File: src/mafe_pkg.sv
//==========================================
// Shared constants and types
package mafe_pkg;
    typedef logic [7:0] mafe_byte_t;

    //==========================================
    // Command bytes
    localparam mafe_byte_t CMD_RESUME = 8'h5a;   // Broadcast resume of metrology
    localparam mafe_byte_t CMD_SYNC = 8'hdb;     // Broadcast mains-cycle counter clear
    localparam mafe_byte_t CMD_CAL_BASE = 8'hd0; // Calibration write header, plus phase

    //==========================================
    // Packet lengths and counts
    localparam int unsigned N_PHASES = 3;        // Front ends on the bus
    localparam int unsigned CAL_LEN = 31;        // Bytes of a calibration write
    localparam int unsigned ACK_LEN = 2;         // Bytes of its acknowledgement
    localparam int unsigned CYC_PER_RESULT = 50; // Mains cycles per results pulse
    localparam logic [4:0] CAL_LAST = 5'h1e;     // Index of the last packet byte
    localparam logic [1:0] ACK_BYTES = 2'h2;     // Acknowledge bytes to send

    //==========================================
    // Timing
    localparam real CLK_HZ = 125.0e6;            // System clock rate
    localparam real MISS_TIME_S = 1.05;          // Silence that flags a phase missing
    localparam int unsigned MISS_CYC = $rtoi(MISS_TIME_S * CLK_HZ);
    localparam int unsigned RDY_DELAY_CYC = 16;  // Zero crossing to results pulse
    localparam int unsigned BYTE_GAP_CYC = 8;    // Host spacing between sent bytes
    localparam int unsigned TICK_CYC = 1024;     // Host periodic timer period
    localparam int unsigned ACK_TIMEOUT_CYC = 4096; // Host wait for an acknowledge

    typedef enum logic [1:0] {
        MAFE_P_IDLE = 2'b00,
        MAFE_P_MINE = 2'b01,
        MAFE_P_SKIP = 2'b10
    } mafe_parse_e;

    typedef enum logic [2:0] {
        MAFE_H_IDLE = 3'b000,
        MAFE_H_CAL_TX = 3'b001,
        MAFE_H_ACK_WAIT = 3'b010,
        MAFE_H_RESUME = 3'b011,
        MAFE_H_SYNC = 3'b100
    } mafe_host_e;
endpackage

File: src/mafe_link_if.sv
`timescale 1ns/100ps
//==========================================
// Host to front ends link, byte level
interface mafe_link_if #(
    parameter int unsigned N_PH = 3
);
    logic cmd_valid;                     // Host broadcast byte strobe
    mafe_pkg::mafe_byte_t cmd_byte;      // Host broadcast byte
    wire [N_PH-1:0] rsp_valid;           // Per front end response strobe
    wire [N_PH*8-1:0] rsp_byte;          // Per front end response byte
    wire [N_PH-1:0] results_ready_pulse; // Per front end results pulse

    modport host(
        output cmd_valid, cmd_byte,
        input rsp_valid, rsp_byte, results_ready_pulse
    );
    modport dev(
        input cmd_valid, cmd_byte,
        output rsp_valid, rsp_byte, results_ready_pulse
    );
endinterface

File: src/mafe_host.sv
`timescale 1ns/100ps
//==========================================
// Host end: calibration delivery, resync
module mafe_host #(
    parameter int unsigned N_PH = mafe_pkg::N_PHASES,
    parameter int unsigned MISS = mafe_pkg::MISS_CYC,
    parameter int unsigned GAP = mafe_pkg::BYTE_GAP_CYC,
    parameter int unsigned TICK = mafe_pkg::TICK_CYC,
    parameter int unsigned ACK_TO = mafe_pkg::ACK_TIMEOUT_CYC
) (
    input wire logic clk,                   // System clock
    input wire logic rst,                   // Asynchronous reset, active high
    mafe_link_if.host link,                 // Link to the front ends
    input wire logic cal_start,             // Deliver factors, one cycle
    input wire logic [1:0] cal_phase,       // Target phase, 1 to N_PH
    input mafe_pkg::mafe_byte_t fac_byte,   // Packet byte at fac_idx
    output logic [4:0] fac_idx,             // Packet byte wanted next
    output logic cal_busy,                  // Interrupts held off
    output logic cal_done,                  // Calibration reported done
    output logic cal_fail,                  // Acknowledge timed out
    input wire logic [N_PH-1:0] vrms_low,   // Voltage below interruption level
    output logic [N_PH-1:0] phase_missing,  // Phase flagged missing
    output logic sync_sent                  // Sync command issued
);
    import mafe_pkg::*;

    if (N_PH < 1 || N_PH > 3 || GAP < 1 || TICK < 1 || MISS < 2 || ACK_TO < 1) begin : g_bad
        $error("mafe_host parameter out of range");
    end
    // Pacing, tick and timeout counters are sixteen bits wide
    if (GAP > 65536 || TICK > 65536 || ACK_TO > 65535) begin : g_bad_cnt
        $error("mafe_host counter parameter too large");
    end

    localparam int MW = $clog2(MISS + 1);
    localparam logic [MW-1:0] MISS_W = MW'(MISS);
    localparam logic [15:0] GAP_W = 16'(GAP - 1);
    localparam logic [15:0] TICK_W = 16'(TICK - 1);
    localparam logic [15:0] TO_W = 16'(ACK_TO);

    mafe_host_e state_q;
    logic [1:0] ph_q;
    logic [15:0] gap_q;
    logic [15:0] tick_q;
    logic [15:0] to_q;
    logic ack_cnt_q;
    logic sync_pend_q;
    logic any_miss_q;
    logic send_en;
    logic tick;
    logic ack_hit;
    logic [N_PH-1:0] miss_now;
    mafe_byte_t hdr;

    //==========================================
    // Byte pacing and periodic tick
    assign send_en = gap_q == 16'h0000;
    assign tick = tick_q == 16'h0000;
    always_ff @(posedge clk or posedge rst) begin
        if (rst) begin
            gap_q <= 16'h0000;
            tick_q <= 16'h0000;
        end else begin
            gap_q <= send_en ? GAP_W : gap_q - 16'h0001;
            tick_q <= tick ? TICK_W : tick_q - 16'h0001;
        end
    end

    //==========================================
    // Missing phase detection
    for (genvar i = 0; i < N_PH; i++) begin : g_ph
        logic [MW-1:0] tmr_q;
        always_ff @(posedge clk or posedge rst) begin
            if (rst) begin
                tmr_q <= '0;
            end else if (link.results_ready_pulse[i]) begin
                tmr_q <= '0;
            end else if (tmr_q != MISS_W) begin
                tmr_q <= tmr_q + 1'b1;
            end
        end
        assign miss_now[i] = vrms_low[i] || tmr_q == MISS_W;
    end

    always_ff @(posedge clk or posedge rst) begin
        if (rst) begin
            phase_missing <= '0;
            any_miss_q <= 1'b0;
        end else begin
            phase_missing <= miss_now;
            any_miss_q <= |miss_now;
        end
    end

    // Pending sync, set wins over clear
    always_ff @(posedge clk or posedge rst) begin
        if (rst) begin
            sync_pend_q <= 1'b0;
        end else if (any_miss_q && !(|miss_now)) begin
            sync_pend_q <= 1'b1;
        end else if (state_q == MAFE_H_SYNC && send_en) begin
            sync_pend_q <= 1'b0;
        end
    end

    //==========================================
    // Command sequencer
    assign hdr = CMD_CAL_BASE + {6'h00, ph_q};
    assign ack_hit = link.rsp_valid[ph_q-2'h1] && link.rsp_byte[(ph_q-2'h1)*8 +: 8] == hdr;

    always_ff @(posedge clk or posedge rst) begin
        if (rst) begin
            state_q <= MAFE_H_IDLE;
            ph_q <= 2'h1;
            fac_idx <= 5'h00;
            to_q <= 16'h0000;
            ack_cnt_q <= 1'b0;
            link.cmd_valid <= 1'b0;
            link.cmd_byte <= 8'h00;
            cal_done <= 1'b0;
            cal_fail <= 1'b0;
            sync_sent <= 1'b0;
        end else begin
            link.cmd_valid <= 1'b0;
            cal_done <= 1'b0;
            cal_fail <= 1'b0;
            sync_sent <= 1'b0;
            case (state_q)
                MAFE_H_IDLE: begin
                    fac_idx <= 5'h00;
                    if (cal_start && cal_phase != 2'h0 && cal_phase <= 2'(N_PH)) begin
                        ph_q <= cal_phase;
                        state_q <= MAFE_H_CAL_TX;
                    end else if (tick && sync_pend_q) begin
                        state_q <= MAFE_H_SYNC;
                    end
                end
                MAFE_H_CAL_TX: begin
                    if (send_en) begin
                        link.cmd_valid <= 1'b1;
                        link.cmd_byte <= (fac_idx == 5'h00) ? hdr : fac_byte;
                        fac_idx <= fac_idx + 5'h01;
                        ack_cnt_q <= 1'b0;
                        to_q <= TO_W;
                        if (fac_idx == CAL_LAST) begin
                            state_q <= MAFE_H_ACK_WAIT;
                        end
                    end
                end
                MAFE_H_ACK_WAIT: begin
                    to_q <= to_q - 16'h0001;
                    if (ack_hit) begin
                        ack_cnt_q <= 1'b1;
                        if (ack_cnt_q) begin
                            state_q <= MAFE_H_RESUME;
                        end
                    end else if (to_q == 16'h0000) begin
                        cal_fail <= 1'b1;
                        state_q <= MAFE_H_IDLE;
                    end
                end
                MAFE_H_RESUME: begin
                    if (send_en) begin
                        link.cmd_valid <= 1'b1;
                        link.cmd_byte <= CMD_RESUME;
                        cal_done <= 1'b1;
                        state_q <= MAFE_H_IDLE;
                    end
                end
                MAFE_H_SYNC: begin
                    if (send_en) begin
                        link.cmd_valid <= 1'b1;
                        link.cmd_byte <= CMD_SYNC;
                        sync_sent <= 1'b1;
                        state_q <= MAFE_H_IDLE;
                    end
                end
                default: begin
                    state_q <= MAFE_H_IDLE;
                end
            endcase
        end
    end

    assign cal_busy = state_q == MAFE_H_CAL_TX || state_q == MAFE_H_ACK_WAIT || state_q == MAFE_H_RESUME;
endmodule

File: src/flat_wrapper.sv
// flat-port wrapper written by rule: the top's interface ports become plain ports
module mafe_host_flat import mafe_pkg::*;
#(
    parameter int unsigned N_PH = mafe_pkg::N_PHASES,
    parameter int unsigned MISS = mafe_pkg::MISS_CYC,
    parameter int unsigned GAP = mafe_pkg::BYTE_GAP_CYC,
    parameter int unsigned TICK = mafe_pkg::TICK_CYC,
    parameter int unsigned ACK_TO = mafe_pkg::ACK_TIMEOUT_CYC
)
  (clk, rst, cal_start, cal_phase, fac_byte, fac_idx, cal_busy, cal_done, cal_fail, vrms_low, phase_missing, sync_sent, link_cmd_valid, link_cmd_byte, link_rsp_valid, link_rsp_byte, link_results_ready_pulse);
  mafe_link_if #(.N_PH(N_PH)) link_i ();
  input wire logic clk;
  input wire logic rst;
  input wire logic cal_start;
  input wire logic [1:0] cal_phase;
  input mafe_pkg::mafe_byte_t fac_byte;
  output logic [4:0] fac_idx;
  output logic cal_busy;
  output logic cal_done;
  output logic cal_fail;
  input wire logic [N_PH-1:0] vrms_low;
  output logic [N_PH-1:0] phase_missing;
  output logic sync_sent;
  output wire logic [$bits(link_i.cmd_valid)-1:0] link_cmd_valid;
  output wire logic [$bits(link_i.cmd_byte)-1:0] link_cmd_byte;
  input wire logic [$bits(link_i.rsp_valid)-1:0] link_rsp_valid;
  input wire logic [$bits(link_i.rsp_byte)-1:0] link_rsp_byte;
  input wire logic [$bits(link_i.results_ready_pulse)-1:0] link_results_ready_pulse;
  assign link_cmd_valid = link_i.cmd_valid;
  assign link_cmd_byte = link_i.cmd_byte;
  assign link_i.rsp_valid = link_rsp_valid;
  assign link_i.rsp_byte = link_rsp_byte;
  assign link_i.results_ready_pulse = link_results_ready_pulse;
  mafe_host #(.N_PH(N_PH), .MISS(MISS), .GAP(GAP), .TICK(TICK), .ACK_TO(ACK_TO)) u_core (.clk(clk), .rst(rst), .link(link_i), .cal_start(cal_start), .cal_phase(cal_phase), .fac_byte(fac_byte), .fac_idx(fac_idx), .cal_busy(cal_busy), .cal_done(cal_done), .cal_fail(cal_fail), .vrms_low(vrms_low), .phase_missing(phase_missing), .sync_sent(sync_sent));
endmodule
File: config.mk
export PLATFORM = sky130hd
export DESIGN_NAME = mafe_host_flat
export DESIGN_NICKNAME = d
export VERILOG_FILES = /design/src/mafe_pkg.sv /design/src/mafe_link_if.sv /design/src/mafe_host.sv /design/src/flat_wrapper.sv
export SDC_FILE = /design/constraint.sdc
export NUM_CORES = 1
export LEC_CHECK = 0
export BUFFER_PORTS_ARGS = -buffer_cell sky130_fd_sc_hd__clkbuf_2
export CORE_AREA = 2 2 140 142
export CTS_BUF_LIST = sky130_fd_sc_hd__clkbuf_8
export DETAILED_ROUTE_END_ITERATION = 8
export DIE_AREA = 0 0 142 144
export HOLD_SLACK_MARGIN = 0.03
export MAX_ROUTING_LAYER = met4
export PLACE_DENSITY_LB_ADDON = 0.25
export SETUP_SLACK_MARGIN = 0.15
export SLEW_MARGIN = 20
export SYNTH_ARGS = -nofsm -noshare
export SYNTH_HDL_FRONTEND = slang
export SYNTH_SLANG_ARGS = --single-unit
export TNS_END_PERCENT = 20
File: constraint.sdc
create_clock -name clk -period 8.5 [get_ports clk]
set_clock_uncertainty 0.15 [all_clocks]
set_input_delay 0.85 -clock clk [delete_from_list [all_inputs] [get_ports clk]]
set_output_delay 0.85 -clock clk [all_outputs]
set_load 0.03 [all_outputs]
After elaboration in Yosys (flattened, before gate mapping)
Index checks and enable logic that the tools add are counted.

Add/subtract/negate cells: 10. Order comparisons: 2. Equality and inequality tests: 21. Shifts and indexed selects: 1. Muxes and demuxes: 40. Reduce and logical (&&, ||, !) cells: 34.

Operators by type and width (count): $mux W27 (6); $add A27 B1 Y27 const B (3); $eq A27 B27 Y1 const B (3); $ne A27 B27 Y1 const B (3); $logic_not A16 Y1 (3); $mux W16 (3); $sub A16 B1 Y16 const B (3); $shiftx A24 B33 Y8 (1); $mux W8 (4); $pmux W16 S2 (1); $mux W3 (8); $pmux W8 S3 (1); $reduce_bool A2 Y1 (7); $mux W1 (12); $ne A2 B1 Y1 const B (6); $pmux W3 S4 (1); $pmux W5 S2 (1); $add A7 B3 Y8 const A (1); $eq A8 B8 Y1 (1); $eq A3 B2 Y1 const B (2); $logic_and A1 B1 Y1 (6); $ne A3 B1 Y1 const B (2); $reduce_and A2 Y1 (3); $reduce_and A6 Y1 (1); 21 further kinds (26).

Bits in registers: 157. Bits of input ports: 46. Output and inout port bits: 21. Word-level logic and storage cells: 126.

Depth between registers and ports, before layout
Gate-level depths: netlist of the first run.

Word-level depth: 6. Depth in mapped cells: 9. Gate-level depth less buffers: 8.

Least setup slack after synthesis of the first run
No wires, ideal clock.

Path kind: reg2reg. From: register u_core.ph_q[0]. To: register u_core.state_q[1]. Library setup time: 79 ps. Data arrival time: 2679 ps. Required time: 8271 ps. Slack: 5592 ps. Stages on the path, launching flop included: 10. Buffers on the path: 1. Clock period less this slack: 2908 ps. Cells stage by stage: dfstp_2 -> clkbuf_1 -> inv_1 -> ha_1 -> nor4bb_1 -> nand4_1 -> a2111oi_0 -> a21oi_1 -> nor2_4 -> mux2i_1.

Word-level cells in the longest chain between the ends: 6. Elaborated cells on any way between the ends: 13. Classes of those cells: add/sub (3); eq/ne (3); shift (1); mux (4); reduce/logical (2).

Ends and longest elaborated chain: start, declared (line mafe_host.sv:42) `logic [1:0] ph_q;`; start signal, assigned (line mafe_host.sv:132) `ph_q <= cal_phase;`; $sub A2 B1 Y3 or $sub A2 B1 Y2 (tied branches) (line mafe_host.sv:109) `assign ack_hit = link.rsp_valid[ph_q-2'h1] && link.rsp_byte[(ph_q-2'h1)*8 +: 8] == hdr;`; $shiftx A24 B33 Y8 or $bmux W1 S2 (tied branches) (line mafe_host.sv:109); $eq A8 B8 Y1 or $mux W1 (tied branches) (line mafe_host.sv:109); $logic_and A1 B1 Y1 * (line mafe_host.sv:109); $ne A3 B2 Y1 (no line), or another cell as far along; $reduce_and A6 Y1 (no line) or $pmux W3 S4 (tied branches); end signal, assigned (line mafe_host.sv:113) `state_q <= MAFE_H_IDLE;`; end signal, assigned (line mafe_host.sv:133) `state_q <= MAFE_H_CAL_TX;`; end signal, assigned (line mafe_host.sv:135) `state_q <= MAFE_H_SYNC;`; end, declared (line mafe_host.sv:41) `mafe_host_e state_q;`.

Every way passes the cells marked *; elsewhere a longest branch is shown, timed or not. The select of a mux whose other input is x is not followed. A chain may end at the register's enable or synchronous reset.

Worst setup path after layout of the first run
From: register u_core.ph_q[0]. To: register u_core.state_q[0].

Same word-level chain as after synthesis.

==> impl_metrics.xml, run 1 <==
<?xml version="1.0" encoding="UTF-8"?>
<metrics>
  <group name="pwr">
    <metric name="power_leakage" unit="uW">0.00390</metric>
    <metric name="power_density" unit="nW/um^2">208</metric>
    <metric name="worst_ir_drop_vdd" unit="mV">0.0981</metric>
  </group>
  <group name="route">
    <metric name="vias" unit="">5832</metric>
    <metric name="remaining_drc_errors" unit="">0</metric>
    <metric name="via_cell_ratio" unit="">5.12</metric>
    <metric name="avgRoutedWirePerCell" unit="um">13.2</metric>
    <metric name="detail_route.iter0.violations" unit="">222</metric>
    <metric name="finalWirelength" unit="um">15000</metric>
    <metric name="ant_nets" unit="">0</metric>
    <metric name="drtPass1Iterations" unit="">4</metric>
  </group>
  <group name="worst_setup_path">
    <metric name="r2r_setup_slack" unit="ns">5.31</metric>
    <metric name="timing.rr.end" unit="">u_core.state_q[0]$_DFFE_PP0P_</metric>
    <metric name="timing.setup.critical_path_class" unit="">flop to flop</metric>
    <metric name="cp_max_fo" unit="">11</metric>
    <metric name="timing.critical_path.required" unit="ns">8.72</metric>
    <metric name="worstRegToRegCells" unit="">8</metric>
    <metric name="setup.worst_path.end_class" unit="">flop</metric>
    <metric name="timing.critical_path.from_type" unit="">flop</metric>
    <metric name="timing.critical_path.arrival" unit="ns">3.40</metric>
    <metric name="r2r_start" unit="">u_core.ph_q[0]$_DFFE_PP1P_</metric>
  </group>
  <group name="timing">
    <metric name="setup_viol" unit="">0</metric>
    <metric name="fmax" unit="MHz">314</metric>
    <metric name="timing.setup.tns" unit="ns">0</metric>
    <metric name="timing_worst_slew_pin_value" unit="ns">0.869</metric>
    <metric name="rsz_0062_raised_after_global_routing" unit="">false</metric>
    <metric name="final_hold_violation_count" unit="">0</metric>
    <metric name="timing.final.max_slew_violations" unit="">0</metric>
    <metric name="finalCriticalPeriod" unit="ns">3.19</metric>
    <metric name="portion_of_the_clock_cycle_consumed_by_the_worst_path_in_the_final_layout" unit="%">37.5</metric>
    <metric name="fin_ws" unit="ns">5.31</metric>
    <metric name="relSlewSlack" unit="%">41.5</metric>
  </group>
  <group name="placed_design">
    <metric name="finalWeightedCongestion" unit="">0.755</metric>
    <metric name="numPlacedInstances" unit="">1107</metric>
    <metric name="hpwl" unit="um">10400</metric>
    <metric name="io_buffers" unit="">66</metric>
    <metric name="place_ws" unit="ns">5.38</metric>
    <metric name="detailed_place.area" unit="sq um">8370</metric>
  </group>
  <group name="synthesis">
    <metric name="yosysUniqueCellTypes" unit="">54</metric>
    <metric name="synth_top_family_by_area" unit="">simple AND/OR/NAND/NOR gates</metric>
    <metric name="total_nets_after_synthesis" unit="">880</metric>
    <metric name="synthAdderAreaFrac" unit="%">2.41</metric>
    <metric name="yosys.area.top_type" unit="">dfrtp_1</metric>
    <metric name="syn_avg_cell_area" unit="sq um">9.52</metric>
    <metric name="synth_async_sr_flop_share" unit="%">100</metric>
    <metric name="synthFlopType" unit="">dfrtp_1</metric>
    <metric name="synth_compound_gate_area_share" unit="%">5.22</metric>
    <metric name="post_synth_mux_area_share" unit="%">1.19</metric>
    <metric name="synth-edff-count" unit="">0</metric>
    <metric name="simple_logic_cell_fraction_of_the_synthesized_area" unit="%">27.7</metric>
    <metric name="ys_seq_area_share" unit="%">50.4</metric>
    <metric name="yosys-top-cells-area" unit="">dfrtp_1, xor2_1, nor2_1</metric>
    <metric name="ys_warn_count" unit="">0</metric>
    <metric name="synth_xor_area_share" unit="%">10.6</metric>
    <metric name="post-synth-top-area-fraction" unit="%">50.1</metric>
    <metric name="synth_area" unit="sq um">7790</metric>
    <metric name="postSynthRegisterBits" unit="">157</metric>
    <metric name="post_synth_inst_count" unit="">819</metric>
  </group>
  <group name="cts">
    <metric name="number_of_h_tree_branching_levels" unit="">4</metric>
    <metric name="cts_max_path_buffers" unit="">2</metric>
    <metric name="cts_num_sinks" unit="">157</metric>
    <metric name="postCtsSetupRepairBufs" unit="">0</metric>
    <metric name="ctsRootBufferMaster" unit="">clkbuf_8</metric>
    <metric name="cts_buffers" unit="">17</metric>
    <metric name="clock_latency" unit="ns">0.45</metric>
    <metric name="tritoncts" unit="">done</metric>
    <metric name="cts_resized" unit="">0</metric>
    <metric name="clk_transition_reported_paths" unit="ns">0.09</metric>
    <metric name="postCtsHoldBufs" unit="">0</metric>
  </group>
  <group name="floorplan">
    <metric name="design.die.area" unit="sq um">20400</metric>
    <metric name="core_area" unit="sq um">19100</metric>
    <metric name="start_util" unit="%">40.8</metric>
    <metric name="die_span_in_y" unit="um">144</metric>
    <metric name="io-pin-count" unit="">67</metric>
    <metric name="row_count" unit="">51</metric>
    <metric name="die_width" unit="um">142</metric>
  </group>
  <group name="final_layout">
    <metric name="layout_cell_share_with_drive_strength_beyond_1" unit="%">13.3</metric>
    <metric name="flow.area_growth_from_synthesis" unit="%">12.8</metric>
    <metric name="layout.cells.most_common" unit="">dfrtp_1</metric>
    <metric name="fin_cells" unit="">1139</metric>
    <metric name="design_area" unit="sq um">8790</metric>
    <metric name="layout.cells.most_common_list" unit="">dfrtp_1, nor2_1, nand2_1, clkbuf_2, xor2_1</metric>
    <metric name="ant_cells" unit="">0</metric>
    <metric name="nets" unit="">949</metric>
  </group>
  <group name="global_route">
    <metric name="overflow" unit="">0</metric>
    <metric name="global_route.usage.total" unit="%">16.2</metric>
    <metric name="first_global_vias" unit="">5649</metric>
    <metric name="grt_pass1_wl" unit="um">26300</metric>
    <metric name="maximum_number_of_pins_on_one_net_before_global_route_repair" unit="">82</metric>
    <metric name="gr-max-usage-layer" unit="">met2</metric>
    <metric name="grt_use_met3" unit="%">3.54</metric>
    <metric name="grt.met1_usage" unit="%">21.1</metric>
    <metric name="grt_met2_usage" unit="%">25.9</metric>
    <metric name="antenna_found_initial" unit="">0</metric>
  </group>
  <group name="min_path">
    <metric name="min_to" unit="">u_core.tick_q[0]$_DFF_PP0_</metric>
    <metric name="min-delay-path-class" unit="">flop to flop</metric>
    <metric name="hold_path.startpoint" unit="">u_core.tick_q[0]$_DFF_PP0_</metric>
    <metric name="min_path_cells" unit="">1</metric>
  </group>
  <group name="flow_run">
    <metric name="maximum_capacitance_violations" unit="">0</metric>
  </group>
  <group name="status">
    <metric name="run_status" unit="">finished, final reports clean</metric>
  </group>
</metrics>
[critical path: stages, from the launching register on]
cell and delay, ns:
dfstp_2 0.63, inv_1 0.10, ha_1 0.39, nor4bb_1 0.30, nand4_1 0.12, a2111oi_0 0.78
a21oi_1 0.24, nor2_4 0.20, mux2i_1 0.20
[per-stage QoR]
stage / utilization [%] / power [uW] / hold WS [ns]
after detailed placement: 43.9 / 1260 / 0.291
final: 46.1 / 1830 / 0.302
after CTS: 46.0 / 1850 / 0.305
after floorplan: - / 1160 / 0.269
after global routing: 46.1 / 1940 / 0.319
after global placement: 43.9 / 1250 / 0.292
[logic make-up (layout without fill, tap and decap cells)]
group,count (synthesis),in the layout
AND/OR/NAND/NOR,422,422
XOR/XNOR,94,94
AO/OA/AOI/OAI,72,72
multiplexers,9,9
adder cells (fa/ha/maj),15,15
flip-flops,157,157
buffers and inverters,50,132
[metal layers]
metal / vias up / wire, um
li1: 2972 / -
met1: 2749 / 7450
met2: 103 / 6860
met3: 8 / 623
met4: 0 / 111
met5: - / 0
[report_power, final]
part	switching, uW	internal [uW]	leakage, uW
sequential	66.3	815	0.00207
combinational	223	134	0.00162
clock	292	295	0.000207
total	582	1240	0.00390
[cells in the mapped netlist, types with 6 or more instances]
master / instances
mux2i_1: 7
and4_1: 9
or2_2: 6
a21oi_1: 21
and3_1: 16
inv_1: 30
clkbuf_1: 16
o21ai_1: 11
nand4_1: 26
dfrtp_1: 156
xnor2_1: 36
nand2_1: 75
xor2_1: 58
or3_1: 16
nor3_1: 22
ha_1: 15
nor2_1: 130
nand3_1: 52
nand2b_1: 6
o21ai_0: 23
nor4_1: 17
[layout make-up]
type                    count  area, sq um
repair buffers             68          349
flip-flops and latches    157         3930
inverters                  32          125
well taps                 238          298
fillers                  1840        10300
multi-input cells         612         3670
clock buffers              17          234
clock inverters            15          185
[flip-flops by register name, indices dropped and copies added (netlist names), 3 cells and up]
| signal | cells |
|---|---|
| u_core.g_ph.tmr_q | 81 |
| u_core.gap_q | 16 |
| u_core.tick_q | 16 |
| u_core.to_q | 16 |
| u_core.link.cmd_byte | 8 |
| u_core.fac_idx | 5 |
| u_core.phase_missing | 3 |
| u_core.state_q | 3 |
[worst max-delay path by stage]
| stage | startpoint | endpoint | slack, ns | cells past startpoint |
|---|---|---|---|---|
| 2_1_floorplan | rst | u_core.ack_cnt_q$_DFFE_PP0P_ | 3.27 | 1 |
| 3_3_place_gp | u_core.ph_q[0]$_DFFE_PP1P_ | u_core.state_q[0]$_DFFE_PP0P_ | 5.45 | 8 |
| 3_5_place_dp | u_core.ph_q[0]$_DFFE_PP1P_ | u_core.state_q[1]$_DFFE_PP0P_ | 5.38 | 8 |
| 4_1_cts | u_core.ph_q[0]$_DFFE_PP1P_ | u_core.state_q[1]$_DFFE_PP0P_ | 5.35 | 8 |
| 5_1_grt | u_core.ph_q[0]$_DFFE_PP1P_ | u_core.state_q[0]$_DFFE_PP0P_ | 5.11 | 8 |
| 6_report | u_core.ph_q[0]$_DFFE_PP1P_ | u_core.state_q[0]$_DFFE_PP0P_ | 5.31 | 8 |
Note: power is estimated with default switching activity, not from simulation.
==> inputs of run 2 (changes only) <==
==> constraint.sdc (replaced) <==
create_clock -name clk -period 2.75 [get_ports clk]
set_clock_uncertainty 0.15 [all_clocks]
set_input_delay 0.275 -clock clk [delete_from_list [all_inputs] [get_ports clk]]
set_output_delay 0.275 -clock clk [all_outputs]
set_load 0.03 [all_outputs]
==> run 2 against run 1 <==
Effect of this change: maximum frequency increased by 24%; via count increased by 3.1%; global-route usage increased by 0.97 points; sequential share of layout area decreased by 2.1 points; clock-buffer cell count increased by 4; clock power increased to 3.3 times the previous value; combinational power increased to 3.8 times the previous value; critical path type unchanged; critical endpoint is now u_core.state_q[1]$_DFFE_PP0P_.
==> impl_metrics.xml, run 2 (synthesis gave the netlist of run 1 again) <==
<?xml version="1.0" encoding="UTF-8"?>
<metrics>
  <group name="status">
    <metric name="run_status" unit="">finished, final reports clean</metric>
  </group>
  <group name="placed_design">
    <metric name="hpwl" unit="um">10800</metric>
    <metric name="finalWeightedCongestion" unit="">0.791</metric>
    <metric name="numPlacedInstances" unit="">1129</metric>
    <metric name="io_buffers" unit="">66</metric>
  </group>
  <group name="worst_setup_path">
    <metric name="r2r_setup_slack" unit="ns">0.19</metric>
    <metric name="cp_max_fo" unit="">4</metric>
    <metric name="crit_start" unit="">u_core.ph_q[0]$_DFFE_PP1P_</metric>
    <metric name="worstRegToRegCells" unit="">9</metric>
    <metric name="timing.rr.end" unit="">u_core.state_q[1]$_DFFE_PP0P_</metric>
    <metric name="timing.critical_path.required" unit="ns">2.97</metric>
    <metric name="timing.critical_path.from_type" unit="">flop</metric>
    <metric name="endpoint" unit="">u_core.state_q[1]$_DFFE_PP0P_</metric>
    <metric name="setup.worst_path.end_class" unit="">flop</metric>
    <metric name="timing.setup.critical_path_class" unit="">flop to flop</metric>
    <metric name="r2r_start" unit="">u_core.ph_q[0]$_DFFE_PP1P_</metric>
    <metric name="timing.critical_path.arrival" unit="ns">2.78</metric>
  </group>
  <group name="global_route">
    <metric name="antenna_found_initial" unit="">0</metric>
    <metric name="global_route.usage.total" unit="%">17.1</metric>
    <metric name="first_global_vias" unit="">6052</metric>
    <metric name="grt_pass1_wl" unit="um">27800</metric>
    <metric name="maximum_number_of_pins_on_one_net_before_global_route_repair" unit="">61</metric>
    <metric name="overflow" unit="">0</metric>
  </group>
  <group name="timing">
    <metric name="timing.setup.tns" unit="ns">0</metric>
    <metric name="timing.final.max_slew_violations" unit="">0</metric>
    <metric name="fmax" unit="MHz">390</metric>
    <metric name="setup_viol" unit="">0</metric>
    <metric name="whs" unit="ns">0.136</metric>
    <metric name="rsz_0062_raised_after_global_routing" unit="">true</metric>
    <metric name="final_hold_violation_count" unit="">0</metric>
    <metric name="timing_worst_slew_pin_value" unit="ns">0.754</metric>
    <metric name="portion_of_the_clock_cycle_consumed_by_the_worst_path_in_the_final_layout" unit="%">93.2</metric>
    <metric name="finalCriticalPeriod" unit="ns">2.56</metric>
    <metric name="relSlewSlack" unit="%">49.7</metric>
  </group>
  <group name="final_layout">
    <metric name="layout.cells.most_common_list" unit="">dfrtp_1, nor2_1, nand2_1, clkbuf_2, xor2_1</metric>
    <metric name="largest_register_ffs" unit="">81</metric>
    <metric name="flow.area_growth_from_synthesis" unit="%">18.4</metric>
    <metric name="layout_cell_share_with_drive_strength_beyond_1" unit="%">16.4</metric>
    <metric name="layout.cells.most_common" unit="">dfrtp_1</metric>
    <metric name="fin_cells" unit="">1176</metric>
    <metric name="top_register" unit="">u_core.g_ph.tmr_q</metric>
    <metric name="multiInputGateArea" unit="sq um">3740</metric>
    <metric name="ant_cells" unit="">0</metric>
    <metric name="nets" unit="">986</metric>
    <metric name="final_core_util" unit="%">48.4</metric>
    <metric name="register_area" unit="sq um">3930</metric>
    <metric name="fillers" unit="">1813</metric>
  </group>
  <group name="route">
    <metric name="detail_route.iter0.violations" unit="">332</metric>
    <metric name="drtPass1Iterations" unit="">4</metric>
    <metric name="vias" unit="">6011</metric>
    <metric name="highest_signal_layer_in_the_routed_design" unit="">met4</metric>
    <metric name="remaining_drc_errors" unit="">0</metric>
    <metric name="avgRoutedWirePerCell" unit="um">13.5</metric>
    <metric name="met3_length" unit="um">511</metric>
    <metric name="amount_of_wire_on_met2_after_detailed_routing" unit="um">7530</metric>
    <metric name="finalWirelength" unit="um">15900</metric>
    <metric name="via_cell_ratio" unit="">5.11</metric>
    <metric name="route.layer.met1.wl" unit="um">7720</metric>
    <metric name="ant_nets" unit="">0</metric>
  </group>
  <group name="pwr">
    <metric name="power_density" unit="nW/um^2">650</metric>
    <metric name="worst_ir_drop_vdd" unit="mV">0.353</metric>
    <metric name="power_leakage" unit="uW">0.00411</metric>
  </group>
  <group name="cts">
    <metric name="cts_max_path_buffers" unit="">2</metric>
    <metric name="clock_latency" unit="ns">0.45</metric>
    <metric name="number_of_h_tree_branching_levels" unit="">4</metric>
    <metric name="cts_num_sinks" unit="">157</metric>
    <metric name="ctsRootBufferMaster" unit="">clkbuf_8</metric>
    <metric name="tritoncts" unit="">done</metric>
    <metric name="cts_buffers" unit="">17</metric>
    <metric name="clk_transition_reported_paths" unit="ns">0.08</metric>
  </group>
  <group name="floorplan">
    <metric name="design.die.area" unit="sq um">20400</metric>
    <metric name="die_width" unit="um">142</metric>
    <metric name="die_span_in_y" unit="um">144</metric>
    <metric name="start_util" unit="%">40.8</metric>
    <metric name="core_area" unit="sq um">19100</metric>
    <metric name="row_count" unit="">51</metric>
    <metric name="io-pin-count" unit="">67</metric>
  </group>
  <group name="min_path">
    <metric name="min-delay-path-class" unit="">input pin to flop</metric>
  </group>
  <group name="flow_run">
    <metric name="maximum_capacitance_violations" unit="">0</metric>
  </group>
</metrics>
## run 2: changes by cell type in the layout (fill, tap and decap cells not counted), moves of 2 or more
cell           change
inv_6              -3
clkbuf_8           +4
buf_12             +2
buf_4             +22
dlygate4sd3_1     +14
nor4b_1            -2
nor4b_2            +2
clkinv_4           -4
## run 2: routing by layer
metal,GRT usage [%],vias to the layer above
li1,-,3039
met1,21.2,2862
met2,28.5,99
met3,3.11,11
met4,5.79,0
met5,-,-
## run 2: what timing repair did
item	in CTS	in global routing
gates resized for setup	5	13
endpoints found under the setup margin	5	4
hold buffers	14	0
buffers inserted	1	0
endpoints found under the hold margin	41	0
pin swaps	2	6
## run 2: critical path, stage by stage, from the launching register on
cell       delay, ns
dfstp_2         0.56
inv_4           0.05
ha_4            0.28
mux2_4          0.31
o221ai_2        0.19
a2111oi_2       0.08
buf_4           0.15
a311o_1         0.38
nor2_4          0.14
mux2i_1         0.20
## run 2: final cells by class
class                      instances  share of cell area [%]
clock buffer                      21                    3.13
timing repair buffer             105                    7.40
inverter                          32                    1.37
clock inverter                    11                    1.76
tap                              238                    3.23
sequential                       157                    42.6
multi-input combinational        612                    40.5
## run 2: metrics by stage
stage / power, uW / instance area, sq um / setup WS [ns]
after global placement: 3950 / 8560 / 0.0464
after floorplan: 3580 / 7800 / -0.158
after detailed placement: 3970 / 8560 / 0.00559
after global routing: 6360 / 9230 / 0.116
after CTS: 6020 / 9180 / 0.157
final: 6000 / 9230 / 0.188
## run 2: worst min-delay path by stage
stage                 from                                end  slack, ns  depth (start not counted)
6_report         cal_start      u_core.state_q[2]$_DFFE_PP0P_       0.14                          4
5_1_grt          cal_start      u_core.state_q[2]$_DFFE_PP0P_       0.15                          4
4_1_cts          cal_start      u_core.state_q[2]$_DFFE_PP0P_       0.08                          4
3_5_place_dp           rst  u_core.phase_missing[2]$_DFF_PP0_       0.29                          2
3_3_place_gp           rst  u_core.phase_missing[2]$_DFF_PP0_       0.27                          2
2_1_floorplan  vrms_low[1]  u_core.phase_missing[1]$_DFF_PP0_       0.23                          2
## run 2: report_power, final
part	switching, uW	total (uW)	internal (uW)	leakage, uW
combinational	794	1360	568	0.00182
clock	842	1930	1080	0.000235
sequential	190	2710	2520	0.00206
total	1830	6000	4170	0.00411
